**src/tpg_pkg.sv**
```systemverilog
package tpg_pkg;

	// Lane geometry
	localparam int LANES_PER_LINK = 8;
	localparam int LANES_TOTAL    = 16;
	localparam int RAW_W          = 10;

	// Software codes of the test pattern select field
	localparam logic [3:0] SEL_NORMAL    = 4'h0;
	localparam logic [3:0] SEL_PRBS7     = 4'h1;
	localparam logic [3:0] SEL_PRBS15    = 4'h2;
	localparam logic [3:0] SEL_PRBS23    = 4'h3;
	localparam logic [3:0] SEL_RAMP      = 4'h4;
	localparam logic [3:0] SEL_TRANSPORT = 4'h5;
	localparam logic [3:0] SEL_D21_5     = 4'h6;
	localparam logic [3:0] SEL_K28_5     = 4'h7;
	localparam logic [3:0] SEL_ILA_LOOP  = 4'h8;
	localparam logic [3:0] SEL_RPAT      = 4'h9;

	// Decoded pattern modes
	typedef enum logic [3:0] {
		MODE_NORMAL, MODE_PRBS7, MODE_PRBS15, MODE_PRBS23, MODE_RAMP,
		MODE_TRANSPORT, MODE_D21_5, MODE_K28_5, MODE_ILA_LOOP, MODE_RPAT
	} mode_t;

	// PRBS polynomial choice and state width
	typedef enum logic [1:0] {PRBS_SEL_7, PRBS_SEL_15, PRBS_SEL_23} prbs_sel_t;
	localparam int PRBS_STATE_W   = 23;
	localparam int PRBS7_PERIOD   = 127;
	localparam int PRBS15_PERIOD  = 32767;
	localparam int PRBS23_PERIOD  = 8388607;

	// Characters
	localparam logic [7:0] CHAR_D21_5 = 8'hb5;
	localparam logic [7:0] CHAR_K28_5 = 8'hbc;

	// Ramp and short pattern values
	localparam logic [7:0] RAMP_START    = 8'h00;
	localparam logic [7:0] SHORT8_TOP    = 8'hff;
	localparam logic [3:0] SHORT12_TOP   = 4'hf;
	localparam logic [3:0] SHORT12_TAIL  = 4'h0;
	localparam int         SHORT12_OCTETS = 8;
	localparam int         SHORT12_NIBS   = 16;

	// Transport pattern N' values
	localparam logic [4:0] NPRIME_8  = 5'd8;
	localparam logic [4:0] NPRIME_12 = 5'd12;
	localparam logic [4:0] NPRIME_16 = 5'd16;
	localparam int         LONG_TAIL_FRAMES = 2;

	// Modified RPAT octets
	localparam int RPAT_LEN = 12;
	localparam logic [7:0] RPAT_OCTETS [RPAT_LEN] = '{
		8'hbe, 8'hd7, 8'h23, 8'h47, 8'h6b, 8'h8f,
		8'hb3, 8'h14, 8'h5e, 8'hfb, 8'h35, 8'h59
	};
	localparam logic [3:0] RPAT_LAST = 4'hb;

	// Reset values
	localparam logic [7:0]  OCTET_RESET = 8'h00;
	localparam logic [15:0] SAMPLE_RESET = 16'h0000;

endpackage : tpg_pkg

```
**src/prbs_lane.sv**
```systemverilog
`timescale 1ns/1ns
// Per-lane PRBS source, ten serial bits per step, bit 0 sent first
module prbs_lane
	import tpg_pkg::*;
#(
	parameter logic [PRBS_STATE_W-1:0] SEED = 23'h000001
) (
	input  wire logic             clk,
	input  wire logic             sys_rst,
	input  wire logic             load,
	input  wire logic             step,
	input  wire prbs_sel_t        poly,
	output logic [RAW_W-1:0]      raw_bits_reg
);

	logic [PRBS_STATE_W-1:0] state_reg;
	logic [PRBS_STATE_W-1:0] state_next;
	logic [RAW_W-1:0]        raw_bits_next;
	logic                    fb;

	// Unrolled shift of ten bits, newest bit in position 0
	always_comb begin
		state_next    = state_reg;
		raw_bits_next = '0;
		fb            = 1'b0;
		for (int b = 0; b < RAW_W; b++) begin
			case (poly)
				PRBS_SEL_7:  fb = state_next[5] ^ state_next[6];
				PRBS_SEL_15: fb = state_next[13] ^ state_next[14];
				PRBS_SEL_23: fb = state_next[17] ^ state_next[22];
				default:     fb = state_next[5] ^ state_next[6];
			endcase
			state_next       = {state_next[PRBS_STATE_W-2:0], fb};
			raw_bits_next[b] = fb;
		end
	end

	// Seed differs per lane, so lanes start out of phase
	always_ff @(posedge clk or posedge sys_rst) begin
		if (sys_rst) begin
			state_reg    <= SEED;
			raw_bits_reg <= '0;
		end else if (load) begin
			state_reg    <= SEED;
			raw_bits_reg <= '0;
		end else if (step) begin
			state_reg    <= state_next;
			raw_bits_reg <= raw_bits_next;
		end
	end

endmodule : prbs_lane

```
**src/rpat_rom.sv**
```systemverilog
`timescale 1ns/1ns
// Modified RPAT octet table with registered read
module rpat_rom
	import tpg_pkg::*;
(
	input  wire logic       clk,
	input  wire logic       sys_rst,
	input  wire logic [3:0] addr,
	output logic [7:0]      data_reg
);

	logic [7:0] data_next;

	// Lookup, out-of-range index gives the first octet
	always_comb begin
		data_next = (addr <= RPAT_LAST) ? RPAT_OCTETS[addr] : RPAT_OCTETS[0];
	end

	// Read register
	always_ff @(posedge clk or posedge sys_rst) begin
		if (sys_rst)
			data_reg <= RPAT_OCTETS[0];
		else
			data_reg <= data_next;
	end

endmodule : rpat_rom

```
**src/jesd_tx_test_pattern_gen.sv**
```systemverilog
`timescale 1ns/1ns
// How it works
// - Select field picks pattern, code 0 and unknown codes normal
// - Lane power follows lane format only
// - PRBS bits bypass the 8b/10b encoder
// - PRBS7 taps six and seven, period 127
// - PRBS15 taps 14,15; PRBS23 taps 18,23
// - Each lane seeds its PRBS differently
// - Ramp: link normal, transport off, formatter dropped
// - Ramp after alignment counts 00 to FF, wraps
// - Short pattern for N' 8/12, long for 16
// - N' 8: lane k sends k, then FF-k
// - N' 12: five words F-i, i, word number
// - Short pattern only on enabled low lanes
// - Long pattern shared, K*ceil((M*S+2)/K) frames
// - Frame 0 index plus one, frame 1 position plus one
// - Converter indices A then B, per link
// - Later frames carry two to N minus one
// - Walking control bit for first M*S frames
// - Long pattern starts after alignment, repeats forever
// - Continuous D21.5 or K28.5 modes
// - Sync request gives CGS then repeated alignment
// - RPAT feeds the twelve fixed octets repeatedly
module jesd_tx_test_pattern_gen
	import tpg_pkg::*;
(
	input  wire logic                       clk,
	input  wire logic                       sys_rst,
	input  wire logic                       link_restart,
	input  wire logic [3:0]                 test_pattern_select,
	input  wire logic [3:0]                 lane_format_config_lanes,
	input  wire logic [4:0]                 lane_format_config_nprime,
	input  wire logic [2:0]                 lane_format_config_m,
	input  wire logic [4:0]                 lane_format_config_s,
	input  wire logic [5:0]                 lane_format_config_k,
	input  wire logic [4:0]                 lane_format_config_n,
	input  wire logic [1:0]                 lane_format_config_cs,
	input  wire logic                       octet_tick,
	input  wire logic                       ilas_done,
	input  wire logic                       sync_request,
	input  wire logic [8*LANES_TOTAL-1:0]   link_octets_in,
	input  wire logic [LANES_TOTAL-1:0]     link_is_k_in,
	output logic [8*LANES_PER_LINK-1:0]     link_a_lane_octets_reg,
	output logic [LANES_PER_LINK-1:0]       link_a_lane_is_k_reg,
	output logic [8*LANES_PER_LINK-1:0]     link_b_lane_octets_reg,
	output logic [LANES_PER_LINK-1:0]       link_b_lane_is_k_reg,
	output logic [RAW_W*LANES_TOTAL-1:0]    lane_raw_bits_reg,
	output logic                            encoder_bypass_reg,
	output logic [LANES_TOTAL-1:0]          lane_power_en_reg,
	output logic                            transport_enable_reg,
	output logic                            formatter_discard_reg,
	output logic                            ilas_repeat_reg,
	output logic                            cgs_start_reg,
	output logic                            long_valid_reg,
	output logic [15:0]                     long_sample_reg,
	output logic                            long_ctrl_reg,
	output logic [2:0]                      long_converter_index_reg,
	output logic [4:0]                      long_sample_position_index_reg
);

	mode_t       mode_reg;
	mode_t       mode_next;
	prbs_sel_t   poly;
	logic        is_prbs;
	logic        long_mode;
	logic        short_mode;
	logic        data_step;
	logic [7:0]  ramp_reg;
	logic        short8_frame_reg;
	logic [2:0]  short12_oct_reg;
	logic [3:0]  rpat_idx_reg;
	logic [7:0]  rpat_octet;
	logic        sync_request_d_reg;
	logic [4:0]  sid_reg;
	logic [2:0]  cid_reg;
	logic [7:0]  frame_reg;
	logic [5:0]  mf_reg;
	logic [7:0]  ms_product;
	logic        last_sample;
	logic        pattern_end;
	logic [15:0] sample_next;
	logic        ctrl_next;
	logic [7:0]  flat_index;

	// Nibble j of lane i in the N'=12 short frame
	function automatic logic [3:0] short12_nib(input logic [3:0] lane_i, input logic [4:0] j);
		logic [4:0] w;
		logic [4:0] p;
		w = 5'(j / 5'd3);
		p = 5'(j % 5'd3);
		if (j == 5'(SHORT12_NIBS - 1))
			short12_nib = SHORT12_TAIL;
		else if (p == 5'd0)
			short12_nib = SHORT12_TOP - lane_i;
		else if (p == 5'd1)
			short12_nib = lane_i;
		else
			short12_nib = 4'(w + 5'd1);
	endfunction : short12_nib

	// Select field decode, unknown codes fall back to normal data
	always_comb begin
		case (test_pattern_select)
			SEL_PRBS7:     mode_next = MODE_PRBS7;
			SEL_PRBS15:    mode_next = MODE_PRBS15;
			SEL_PRBS23:    mode_next = MODE_PRBS23;
			SEL_RAMP:      mode_next = MODE_RAMP;
			SEL_TRANSPORT: mode_next = MODE_TRANSPORT;
			SEL_D21_5:     mode_next = MODE_D21_5;
			SEL_K28_5:     mode_next = MODE_K28_5;
			SEL_ILA_LOOP:  mode_next = MODE_ILA_LOOP;
			SEL_RPAT:      mode_next = MODE_RPAT;
			default:       mode_next = MODE_NORMAL;
		endcase
	end

	// Mode is taken while the link restarts; software keeps it stable otherwise
	always_ff @(posedge clk or posedge sys_rst) begin
		if (sys_rst)
			mode_reg <= MODE_NORMAL;
		else if (link_restart)
			mode_reg <= mode_next;
	end

	// Mode helpers
	always_comb begin
		is_prbs    = (mode_reg == MODE_PRBS7) || (mode_reg == MODE_PRBS15) || (mode_reg == MODE_PRBS23);
		case (mode_reg)
			MODE_PRBS15: poly = PRBS_SEL_15;
			MODE_PRBS23: poly = PRBS_SEL_23;
			default:     poly = PRBS_SEL_7;
		endcase
		long_mode  = (mode_reg == MODE_TRANSPORT) && (lane_format_config_nprime == NPRIME_16);
		short_mode = (mode_reg == MODE_TRANSPORT) &&
			((lane_format_config_nprime == NPRIME_8) || (lane_format_config_nprime == NPRIME_12));
		data_step  = octet_tick && ilas_done && !link_restart;
	end

	// Shared ramp counter, wraps naturally at FF
	always_ff @(posedge clk or posedge sys_rst) begin
		if (sys_rst)
			ramp_reg <= RAMP_START;
		else if (link_restart || !ilas_done)
			ramp_reg <= RAMP_START;
		else if (octet_tick)
			ramp_reg <= ramp_reg + 8'h01;
	end

	// Short pattern frame and octet position
	always_ff @(posedge clk or posedge sys_rst) begin
		if (sys_rst) begin
			short8_frame_reg <= 1'b0;
			short12_oct_reg  <= 3'd0;
		end else if (link_restart || !ilas_done) begin
			short8_frame_reg <= 1'b0;
			short12_oct_reg  <= 3'd0;
		end else if (octet_tick) begin
			short8_frame_reg <= ~short8_frame_reg;
			short12_oct_reg  <= short12_oct_reg + 3'd1;
		end
	end

	// RPAT index, runs continuously in its mode
	always_ff @(posedge clk or posedge sys_rst) begin
		if (sys_rst)
			rpat_idx_reg <= 4'd0;
		else if (link_restart || mode_reg != MODE_RPAT)
			rpat_idx_reg <= 4'd0;
		else if (octet_tick)
			rpat_idx_reg <= (rpat_idx_reg == RPAT_LAST) ? 4'd0 : rpat_idx_reg + 4'd1;
	end

	rpat_rom u_rpat_rom (
		.clk      (clk),
		.sys_rst  (sys_rst),
		.addr     (rpat_idx_reg),
		.data_reg (rpat_octet)
	);

	// Sync request edge starts code group sync in repeated-alignment mode
	always_ff @(posedge clk or posedge sys_rst) begin
		if (sys_rst) begin
			sync_request_d_reg <= 1'b0;
			cgs_start_reg      <= 1'b0;
			ilas_repeat_reg    <= 1'b0;
		end else begin
			sync_request_d_reg <= sync_request;
			cgs_start_reg      <= (mode_reg == MODE_ILA_LOOP) && sync_request && !sync_request_d_reg;
			ilas_repeat_reg    <= (mode_reg == MODE_ILA_LOOP);
		end
	end

	// Long pattern walk position
	always_comb begin
		ms_product  = 8'(lane_format_config_m * lane_format_config_s);
		last_sample = (sid_reg == lane_format_config_s - 5'd1) && (cid_reg == lane_format_config_m - 3'd1);
		pattern_end = ((frame_reg + 8'd1) >= (ms_product + 8'(LONG_TAIL_FRAMES))) &&
			(mf_reg == lane_format_config_k - 6'd1);
		flat_index  = 8'(cid_reg * lane_format_config_s) + 8'(sid_reg);
	end

	// Samples walk by position, then converter, then frame
	always_ff @(posedge clk or posedge sys_rst) begin
		if (sys_rst) begin
			sid_reg   <= 5'd0;
			cid_reg   <= 3'd0;
			frame_reg <= 8'd0;
			mf_reg    <= 6'd0;
		end else if (!long_mode || link_restart || !ilas_done) begin
			sid_reg   <= 5'd0;
			cid_reg   <= 3'd0;
			frame_reg <= 8'd0;
			mf_reg    <= 6'd0;
		end else if (data_step) begin
			if (sid_reg != lane_format_config_s - 5'd1)
				sid_reg <= sid_reg + 5'd1;
			else begin
				sid_reg <= 5'd0;
				cid_reg <= (cid_reg == lane_format_config_m - 3'd1) ? 3'd0 : cid_reg + 3'd1;
			end
			if (last_sample) begin
				frame_reg <= pattern_end ? 8'd0 : frame_reg + 8'd1;
				mf_reg    <= (pattern_end || mf_reg == lane_format_config_k - 6'd1) ? 6'd0 : mf_reg + 6'd1;
			end
		end
	end

	// Sample value and walking control bit
	always_comb begin
		if (frame_reg == 8'd0)
			sample_next = 16'(cid_reg) + 16'd1;
		else if (frame_reg == 8'd1)
			sample_next = 16'(sid_reg) + 16'd1;
		else
			sample_next = 16'(16'd1 << (lane_format_config_n - 5'd1));
		ctrl_next = (lane_format_config_cs != 2'd0) && (frame_reg < ms_product) &&
			(flat_index == frame_reg);
	end

	// Long pattern feed toward the transport layer of both links
	always_ff @(posedge clk or posedge sys_rst) begin
		if (sys_rst) begin
			long_valid_reg                 <= 1'b0;
			long_sample_reg                <= SAMPLE_RESET;
			long_ctrl_reg                  <= 1'b0;
			long_converter_index_reg       <= 3'd0;
			long_sample_position_index_reg <= 5'd0;
		end else begin
			long_valid_reg                 <= long_mode && data_step;
			long_sample_reg                <= sample_next;
			long_ctrl_reg                  <= ctrl_next;
			long_converter_index_reg       <= cid_reg;
			long_sample_position_index_reg <= sid_reg;
		end
	end

	// Path controls toward the link and transport layers
	always_ff @(posedge clk or posedge sys_rst) begin
		if (sys_rst) begin
			transport_enable_reg  <= 1'b1;
			formatter_discard_reg <= 1'b0;
			encoder_bypass_reg    <= 1'b0;
		end else begin
			transport_enable_reg  <= (mode_reg != MODE_RAMP);
			formatter_discard_reg <= (mode_reg == MODE_RAMP) || long_mode;
			encoder_bypass_reg    <= is_prbs;
		end
	end

	genvar g;
	generate
		for (g = 0; g < LANES_TOTAL; g++) begin : gen_lane
			localparam logic [3:0] LANE_I = 4'(g % LANES_PER_LINK);
			logic [7:0]       octet_next;
			logic             is_k_next;
			logic             enabled;
			logic [RAW_W-1:0] prbs_bits;
			logic [7:0]       short_octet;

			prbs_lane #(
				.SEED (PRBS_STATE_W'(g + 1))
			) u_prbs (
				.clk          (clk),
				.sys_rst      (sys_rst),
				.load         (link_restart || !is_prbs),
				.step         (octet_tick && is_prbs),
				.poly         (poly),
				.raw_bits_reg (prbs_bits)
			);

			// Short transport octet of this lane
			always_comb begin
				enabled = ({1'b0, LANE_I} < {1'b0, lane_format_config_lanes});
				if (lane_format_config_nprime == NPRIME_8)
					short_octet = short8_frame_reg ? (SHORT8_TOP - 8'(LANE_I)) : 8'(LANE_I);
				else
					short_octet = {short12_nib(LANE_I, {short12_oct_reg, 2'b00} >> 1),
						short12_nib(LANE_I, ({short12_oct_reg, 2'b00} >> 1) + 5'd1)};
			end

			// Octet to the encoder for this lane
			always_comb begin
				octet_next = link_octets_in[8*g +: 8];
				is_k_next  = link_is_k_in[g];
				case (mode_reg)
					MODE_RAMP: begin
						if (ilas_done) begin
							octet_next = ramp_reg;
							is_k_next  = 1'b0;
						end
					end
					MODE_TRANSPORT: begin
						if (short_mode && ilas_done) begin
							octet_next = enabled ? short_octet : OCTET_RESET;
							is_k_next  = 1'b0;
						end
					end
					MODE_D21_5: begin
						octet_next = CHAR_D21_5;
						is_k_next  = 1'b0;
					end
					MODE_K28_5: begin
						octet_next = CHAR_K28_5;
						is_k_next  = 1'b1;
					end
					MODE_RPAT: begin
						octet_next = rpat_octet;
						is_k_next  = 1'b0;
					end
					default: begin
						octet_next = link_octets_in[8*g +: 8];
						is_k_next  = link_is_k_in[g];
					end
				endcase
			end

			// Lane output registers and power, power from lane count only
			always_ff @(posedge clk or posedge sys_rst) begin
				if (sys_rst) begin
					lane_power_en_reg[g]              <= 1'b0;
					lane_raw_bits_reg[RAW_W*g +: RAW_W] <= '0;
				end else begin
					lane_power_en_reg[g]              <= enabled;
					lane_raw_bits_reg[RAW_W*g +: RAW_W] <= is_prbs ? prbs_bits : '0;
				end
			end

			if (g < LANES_PER_LINK) begin : gen_a
				always_ff @(posedge clk or posedge sys_rst) begin
					if (sys_rst) begin
						link_a_lane_octets_reg[8*g +: 8] <= OCTET_RESET;
						link_a_lane_is_k_reg[g]          <= 1'b0;
					end else begin
						link_a_lane_octets_reg[8*g +: 8] <= octet_next;
						link_a_lane_is_k_reg[g]          <= is_k_next;
					end
				end
			end else begin : gen_b
				always_ff @(posedge clk or posedge sys_rst) begin
					if (sys_rst) begin
						link_b_lane_octets_reg[8*(g-LANES_PER_LINK) +: 8] <= OCTET_RESET;
						link_b_lane_is_k_reg[g-LANES_PER_LINK]          <= 1'b0;
					end else begin
						link_b_lane_octets_reg[8*(g-LANES_PER_LINK) +: 8] <= octet_next;
						link_b_lane_is_k_reg[g-LANES_PER_LINK]          <= is_k_next;
					end
				end
			end
		end
	endgenerate

endmodule : jesd_tx_test_pattern_gen

```
**config.mk**
```make
export PLATFORM = sky130hd
export DESIGN_NAME = jesd_tx_test_pattern_gen
export DESIGN_NICKNAME = d
export VERILOG_FILES = /design/src/tpg_pkg.sv /design/src/prbs_lane.sv /design/src/rpat_rom.sv /design/src/jesd_tx_test_pattern_gen.sv
export SDC_FILE = /design/constraint.sdc
export NUM_CORES = 2
export LEC_CHECK = 0
export BUFFER_PORTS_ARGS = -buffer_cell sky130_fd_sc_hd__buf_2
export CAP_MARGIN = 20
export CELL_PAD_IN_SITES_DETAIL_PLACEMENT = 1
export CELL_PAD_IN_SITES_GLOBAL_PLACEMENT = 2
export CORE_AREA = 2 2 310 312
export CTS_CLUSTER_DIAMETER = 150
export CTS_CLUSTER_SIZE = 14
export DETAILED_ROUTE_END_ITERATION = 10
export DIE_AREA = 0 0 312 314
export PLACE_DENSITY_LB_ADDON = 0.1
export SYNTH_ARGS = -nofsm -noshare
export SYNTH_HDL_FRONTEND = slang
export SYNTH_SLANG_ARGS = --single-unit
```
**constraint.sdc**
```tcl
create_clock -name clk -period 39.3 [get_ports clk]
set_clock_uncertainty 0.05 [all_clocks]
set_input_delay 1.965 -clock clk [delete_from_list [all_inputs] [get_ports clk]]
set_output_delay 1.965 -clock clk [all_outputs]
set_load 0.05 [all_outputs]
```
[Word level (Yosys, flattened, before mapping)]
Memories as Yosys holds them, arrays and structs flattened. A register that Yosys moved wholly into a read port is not among the register bits.
Index checks and enable logic that the tools add are counted.
Word-level totals
  logic and storage cells: 1094
  memories: 2
  ROM bits: 192
  input bits: 184
  output and inout bits: 351
  bits in registers: 918
Cells by class
  multiplexer cells: 430
  equality and inequality tests: 27
  multiply operators: 2
  bitwise operators: 450
  shifts and indexed selects: 1
  $lt $le $gt $ge: 12
  div/mod/pow operators: 4
  add/sub/neg operators: 18
  reduce and logical (&&, ||, !) cells: 40
Memories
  (no name shown): words 16, width 8, rd ports 1, clocked after memory_dff 0, wr ports 0, RTL line rpat_rom.sv:16  | data_next = (addr <= RPAT_LAST) ? RPAT_OCTETS[addr] : RPAT_OCTETS[0];
  (no name shown): words 16, width 4, rd ports 1, clocked after memory_dff 1, wr ports 0, RTL line jesd_tx_test_pattern_gen.sv:103  | case (test_pattern_select)
Operators with widths (count)
  2-to-1 mux 23 bit: 32
  one-hot mux 8 bit (5 select lines): 16
  2-to-1 mux 8 bit: 65
  2-to-1 mux 10 bit: 48
  XOR 1 bit: 448
  one-hot mux 1 bit (2 select lines): 160
  2-to-1 mux 4 bit: 43
  one-hot mux 1 bit (4 select lines): 16
  2-to-1 mux 1 bit: 34
  2-to-1 mux 16 bit: 2
  2-to-1 mux 6 bit: 4
  2-to-1 mux 3 bit: 6
  adder 8 x 1 -> 8 bit (second input constant): 2
  equality test 4 x 3 -> 1 bit (second input constant): 4
  less-than comparator 3 x 4 -> 1 bit (first input constant): 4
  multiplier 3 x 5 -> 8 bit: 2
  << shifter 1 x 5 -> 16 bit (first input constant): 1
  equality test 5 x 4 -> 1 bit (second input constant): 3
  2-to-1 mux 5 bit: 3
  logical AND 1 bit: 13
  adder 4 x 1 -> 4 bit (second input constant): 3
  equality test 4 bit (second input constant): 3
  nonzero test 2 bit: 6
  equality test 5 x 1 -> 1 bit (second input constant): 2
  other kinds (44): 64

[Logic depth before layout (Yosys ltp)]
  depth after elaboration: 10
  mapped depth: 19

[By module]
From an unflattened synthesis, not the netlist that was laid out.
Second synthesis, totals
  cells, all modules: 4063
  area total of the unflattened synthesis: 42041.6 um^2
Modules (own cells, without submodules)
  jesd_tx_test_pattern_gen: cells each 1613, sequential area each 9660.5 um^2, instances 1, area an instance 17247.8 um^2
  prbs_lane (gen_lane[14].u_prbs): cells each 164, sequential area each 680.7 um^2, instances 1, area an instance 1594.0 um^2
  prbs_lane (gen_lane[12].u_prbs): cells each 154, sequential area each 654.4 um^2, instances 1, area an instance 1567.8 um^2
  prbs_lane (gen_lane[10].u_prbs): cells each 156, sequential area each 654.4 um^2, instances 1, area an instance 1562.7 um^2
  prbs_lane (gen_lane[8].u_prbs): cells each 151, sequential area each 628.1 um^2, instances 1, area an instance 1560.2 um^2
  prbs_lane (gen_lane[1].u_prbs): cells each 159, sequential area each 601.8 um^2, instances 1, area an instance 1559.0 um^2
  prbs_lane (gen_lane[4].u_prbs): cells each 150, sequential area each 628.1 um^2, instances 1, area an instance 1546.5 um^2
  prbs_lane (gen_lane[13].u_prbs): cells each 153, sequential area each 654.4 um^2, instances 1, area an instance 1545.2 um^2
  prbs_lane (gen_lane[9].u_prbs): cells each 149, sequential area each 628.1 um^2, instances 1, area an instance 1542.7 um^2
  prbs_lane (gen_lane[6].u_prbs): cells each 150, sequential area each 654.4 um^2, instances 1, area an instance 1512.7 um^2
  prbs_lane (gen_lane[2].u_prbs): cells each 151, sequential area each 628.1 um^2, instances 1, area an instance 1508.9 um^2
  prbs_lane (gen_lane[15].u_prbs): cells each 149, sequential area each 601.8 um^2, instances 1, area an instance 1503.9 um^2
  prbs_lane (gen_lane[0].u_prbs): cells each 146, sequential area each 601.8 um^2, instances 1, area an instance 1483.9 um^2
  prbs_lane (gen_lane[5].u_prbs): cells each 147, sequential area each 628.1 um^2, instances 1, area an instance 1483.9 um^2
  +4 rows

[Least setup slack after synthesis]
OpenSTA, ideal clock, no wires.
  path kind: input to register
  start: in lane_format_config_s[2]
  end: reg frame_reg[2]
  cell stages on the path: 17
  slack: 33.823 ns
  data arrival time: 5.301 ns
  cell sequence: buf_6 > nand2_1 > fa_1 > inv_1 > ha_1 > inv_1 > fa_1 > xor2_1 > nor3b_1 > nand3_1 > xnor2_1 > ha_1 > nand3_1 > a21o_1 > a211oi_2 > nor2_1 > a221o_2
On the way
  cells in the longest elaborated chain, start to end: 8
  elaborated cells on any way between the ends: 13
  those cells by class: add/sub: 2; mul: 1; order compare: 1; eq/ne: 1; mux: 4; reduce/logical: 4
Ends and longest elaborated chain
  from (decl): RTL line jesd_tx_test_pattern_gen.sv:34  | input wire logic [4:0] lane_format_config_s,
  multiplier 3 x 5 -> 8 bit: RTL line jesd_tx_test_pattern_gen.sv:195  | ms_product = 8'(lane_format_config_m * lane_format_config_s);
  adder 8 x 2 -> 8 bit: RTL line jesd_tx_test_pattern_gen.sv:197  | pattern_end = ((frame_reg + 8'd1) >= (ms_product + 8'(LONG_TAIL_FRAMES))) &&
  greater-or-equal comparator 8 bit: RTL line jesd_tx_test_pattern_gen.sv:197
  logical AND 1 bit: RTL line jesd_tx_test_pattern_gen.sv:197
  2-to-1 mux 8 bit: RTL line jesd_tx_test_pattern_gen.sv:222  | frame_reg <= pattern_end ? 8'd0 : frame_reg + 8'd1;
  2-to-1 mux 8 bit: RTL line jesd_tx_test_pattern_gen.sv:221  | if (last_sample) begin
  2-to-1 mux 8 bit: RTL line jesd_tx_test_pattern_gen.sv:214  | end else if (data_step) begin
  2-to-1 mux 8 bit: RTL line jesd_tx_test_pattern_gen.sv:209  | end else if (!long_mode || link_restart || !ilas_done) begin
  to (signal assigned): RTL line jesd_tx_test_pattern_gen.sv:222
  to (decl): RTL line jesd_tx_test_pattern_gen.sv:76  | logic [7:0] frame_reg;
Several ways; a longest one is shown, not always the timed one. The select of a mux whose other input is x is not followed.
A chain may end at the register's enable or synchronous reset.

[Worst setup path after layout]
  start: in lane_format_config_s[2]
  end: reg frame_reg[5]
The elaborated chain is that of the path after synthesis.

==> results.cfg <==
[run_status]
status = complete, no violations

[placement]
io_buffers = 534
place_inst = 4988
postPlaceCellArea_um2 = 41500
gp_congestion = 0.827
place_hpwl_um = 81200

[yosys]
synthTopCellsByArea = dfrtp_1 (49%), xor2_1 (7.5%), a22o_1 (7.0%)
synth_cells = 3545
yosysSeqAreaShare_pct = 51.7
yosys_warnings = 0
synthesis.area_um2 = 38600
async_reset_ff_share_pct = 100
synth_ff_type = dfrtp_1
synth_edf_count = 0
yosys.area.top_type = dfrtp_1
synth.distinct_cells = 93
avgSynthCellArea_um2 = 10.9
synth_top_area_share_pct = 49.0
syn-num-nets = 3803
ys_seq_elements = 795

[critical_path]
crit_required_ps = 39760
start_kind = input pin
crit_arrival_ps = 5850
critPathSlowestCell = a211oi_2
r2r-end = gen_lane[3].u_prbs.state_reg[1]$_DFFE_PP0P_
r2r_cells = 12
crit_path_end = frame_reg[5]$_DFFE_PP0P_
startpoint = lane_format_config_s[2]
crit_path_cell_trace = buf_2 -> nand2_1 -> fa_1 -> inv_1 -> ha_1 -> inv_1 -> fa_1 -> xor2_1 -> nor3b_1 -> nand3_1 -> xnor2_1 -> ha_1 -> nand3_1 -> a21o_1 -> a211oi_2 -> nor2_1 -> a221o_2
slowest_delay_ps = 460
reg2reg_slack_ps = 34890
end_kind = flip-flop
cp_max_fo = 9
worstReg2RegStart = mode_reg[1]$_DFFE_PP0P_
criticalPathCategory = in2reg

[routing]
wl_per_cell_um = 23.9
ant_nets = 0
drcViolationCount = 0
num_vias = 29000
drtIter0Drc = 2198
viasPerCell = 5.67
dr.pass1.iters = 5
wl_um = 122000

[sta]
finalMaxSlewViolations = 0
rsz0062_at_grt = no
finalCritPeriodShare_pct = 13.7
hold_violations = 0
min_period_ps = 5390
setup_viol = 0
finalSetupTns_ps = 0
tightest_slew_ps = 1230
clock.fmax_mhz = 185
slew_headroom_pct = 18.0

[power]
p_leak_nw = 22.2
combPwrFrac_pct = 16.5
powerDensity_nw_per_um2 = 41.6
swShare_pct = 30.6
ir_drop_uv = 24.8
pwr-share-clk_pct = 35.0
power_frac_seq_pct = 48.5
p_int_mw = 1.26
p_total_mw = 1.81
p_sw_uw = 555

[clocking]
clock_sinks = 795
cts_buffers = 66
h-tree-depth = 3
insertion_delay_ps = 630
clock_path_buffers = 3
path_clk_slew_ps = 60
clock-root-buffer = clkbuf_16
cts_tree = built
post-cts-setup-buffers = 0
cts_resized = 0
ctsHoldBuffers = 0

[global_routing]
grt_start_max_net_pins = 215
grt_pass1_vias = 30500
grt-ovfl-total = 0
antenna_found_initial = 17
grt_pass1_wl_um = 191000
track_usage_pct = 24.6

[min_path]
min-delay-start = gen_lane[5].u_prbs.raw_bits_reg[7]$_DFFE_PP0P_
min_path_type = reg2reg

[final_layout]
instances_no_fill = 5118
utilization_pct = 46.1
design_area_um2 = 43600
fillers = 10400
largest_reg_flops = 354
synthToLayoutAreaGrowth_pct = 12.9
nets = 4053
drive_gt1_share_pct = 19.0

[run]
maxCapViolCount = 0

[die]
rows = 113
die-area_um2 = 98000
start_util_pct = 40.8
die_h_um = 314
core_area_um2 = 94400
die_width_um = 312
pin_count = 535
-- Yosys cell counts, types with 5 or more instances --
master	instances
dfrtp_1	755
xor2_1	331
a22o_1	307
clkbuf_1	208
nor2_1	196
and2_1	185
a21oi_1	177
xnor2_1	149
o21ai_0	148
nand2_1	140
a221oi_1	128
buf_1	89
inv_1	64
ha_1	63
buf_2	50
dfstp_2	40
o221ai_1	37
a221o_1	33
o31ai_1	32
buf_4	31
a21o_1	27
nand3_1	25
nand2b_1	23
o22a_1	23
nor3_1	22
a22oi_1	19
a32o_1	17
o21a_1	16
o21ai_1	13
nor2b_1	12
and3_1	11
fa_1	11
or3_1	10
nand4_1	9
o22ai_1	9
a21oi_2	7
a31oi_1	7
mux2i_1	7
nand3b_1	7
a211oi_1	6
o211ai_1	5
o21bai_1	5
o32ai_1	5
or2_2	5
-- stage by stage --
step | setup WS (ps) | hold slack, ps
after floorplan | 15030 | 302
after global placement | 33380 | 417
after detailed placement | 33300 | 422
after CTS | 33950 | 438
after global routing | 33630 | 461
final | 33910 | 430
-- worst min path at each step --
stage                                                     end  slack [ps]  cells past startpoint
3_5_place_dp   gen_lane[5].u_prbs.raw_bits_reg[8]$_DFFE_PP0P_         420                      2
2_1_floorplan           long_converter_index_reg[2]$_DFF_PP0_         300                      0
5_1_grt                       lane_raw_bits_reg[76]$_DFF_PP0_         460                      1
4_1_cts        gen_lane[5].u_prbs.raw_bits_reg[7]$_DFFE_PP0P_         440                      2
6_report       gen_lane[5].u_prbs.raw_bits_reg[7]$_DFFE_PP0P_         430                      2
3_3_place_gp   gen_lane[6].u_prbs.raw_bits_reg[8]$_DFFE_PP0P_         420                      2
-- critical path, delay by kind of cell --
| kind | cells | cell delay [ps] |
|---|---|---|
| compound gates | 3 | 1000 |
| buf+inv | 3 | 360 |
| simple gates | 5 | 820 |
| fa+ha+maj | 4 | 1320 |
| xor+xnor | 2 | 380 |
-- power by group through the flow --
stage / sequential, mW / combinational, mW / clock (mW)
floorplan: 0.952 / 0.153 / 0
global placement: 0.894 / 0.294 / 0
detailed placement: 0.895 / 0.300 / 0
CTS: 0.880 / 0.301 / 0.655
global route: 0.883 / 0.325 / 0.686
finish: 0.880 / 0.299 / 0.634
-- logic make-up after synthesis --
family,Yosys count,share of synthesized area [%]
compound gates,1053,20.4
xor+xnor,482,11.0
fa+ha+maj,74,2.61
buf+inv,451,4.94
flops,795,51.7
mux,7,0.182
simple gates,683,9.13
-- layer usage --
layer	wire length (µm)	global-route usage, %	up-vias	share of wire, %
met5	0	0	-	0
met4	3350	7.57	0	2.7
met3	5150	3.52	161	4.2
met2	59500	40.4	662	49
met1	54300	33.8	15200	44
li1	-	-	13000	-
-- cell usage in the layout (no fill, tap or decap), types with 23 or more instances in the layout --
master,count
a22o_1,307
xnor2_1,149
buf_4,23
dfstp_2,40
o31ai_1,32
o22a_1,23
clkbuf_16,68
a221oi_1,128
nand2_1,140
a221o_1,33
inv_1,62
xor2_1,331
ha_1,61
and2_1,185
nand3_1,25
nand2b_1,23
o21ai_0,148
o221ai_1,37
clkbuf_1,42
a21oi_1,177
buf_2,534
nor2_1,196
dfrtp_1,755
a21o_1,27
-- cell type report --
cell class              count  area (µm²)  area share (%)
well taps                1265        1580            3.63
clock inverters             3        30.0          0.0690
diodes                     13        32.5          0.0747
repair buffers            567        3070            7.05
clock buffers             110        1860            4.27
inverters                  66         258           0.592
flip-flops and latches    795       19900            45.8
multi-input cells        2299       16800            38.5
Note: power is estimated with default switching activity, not from simulation.
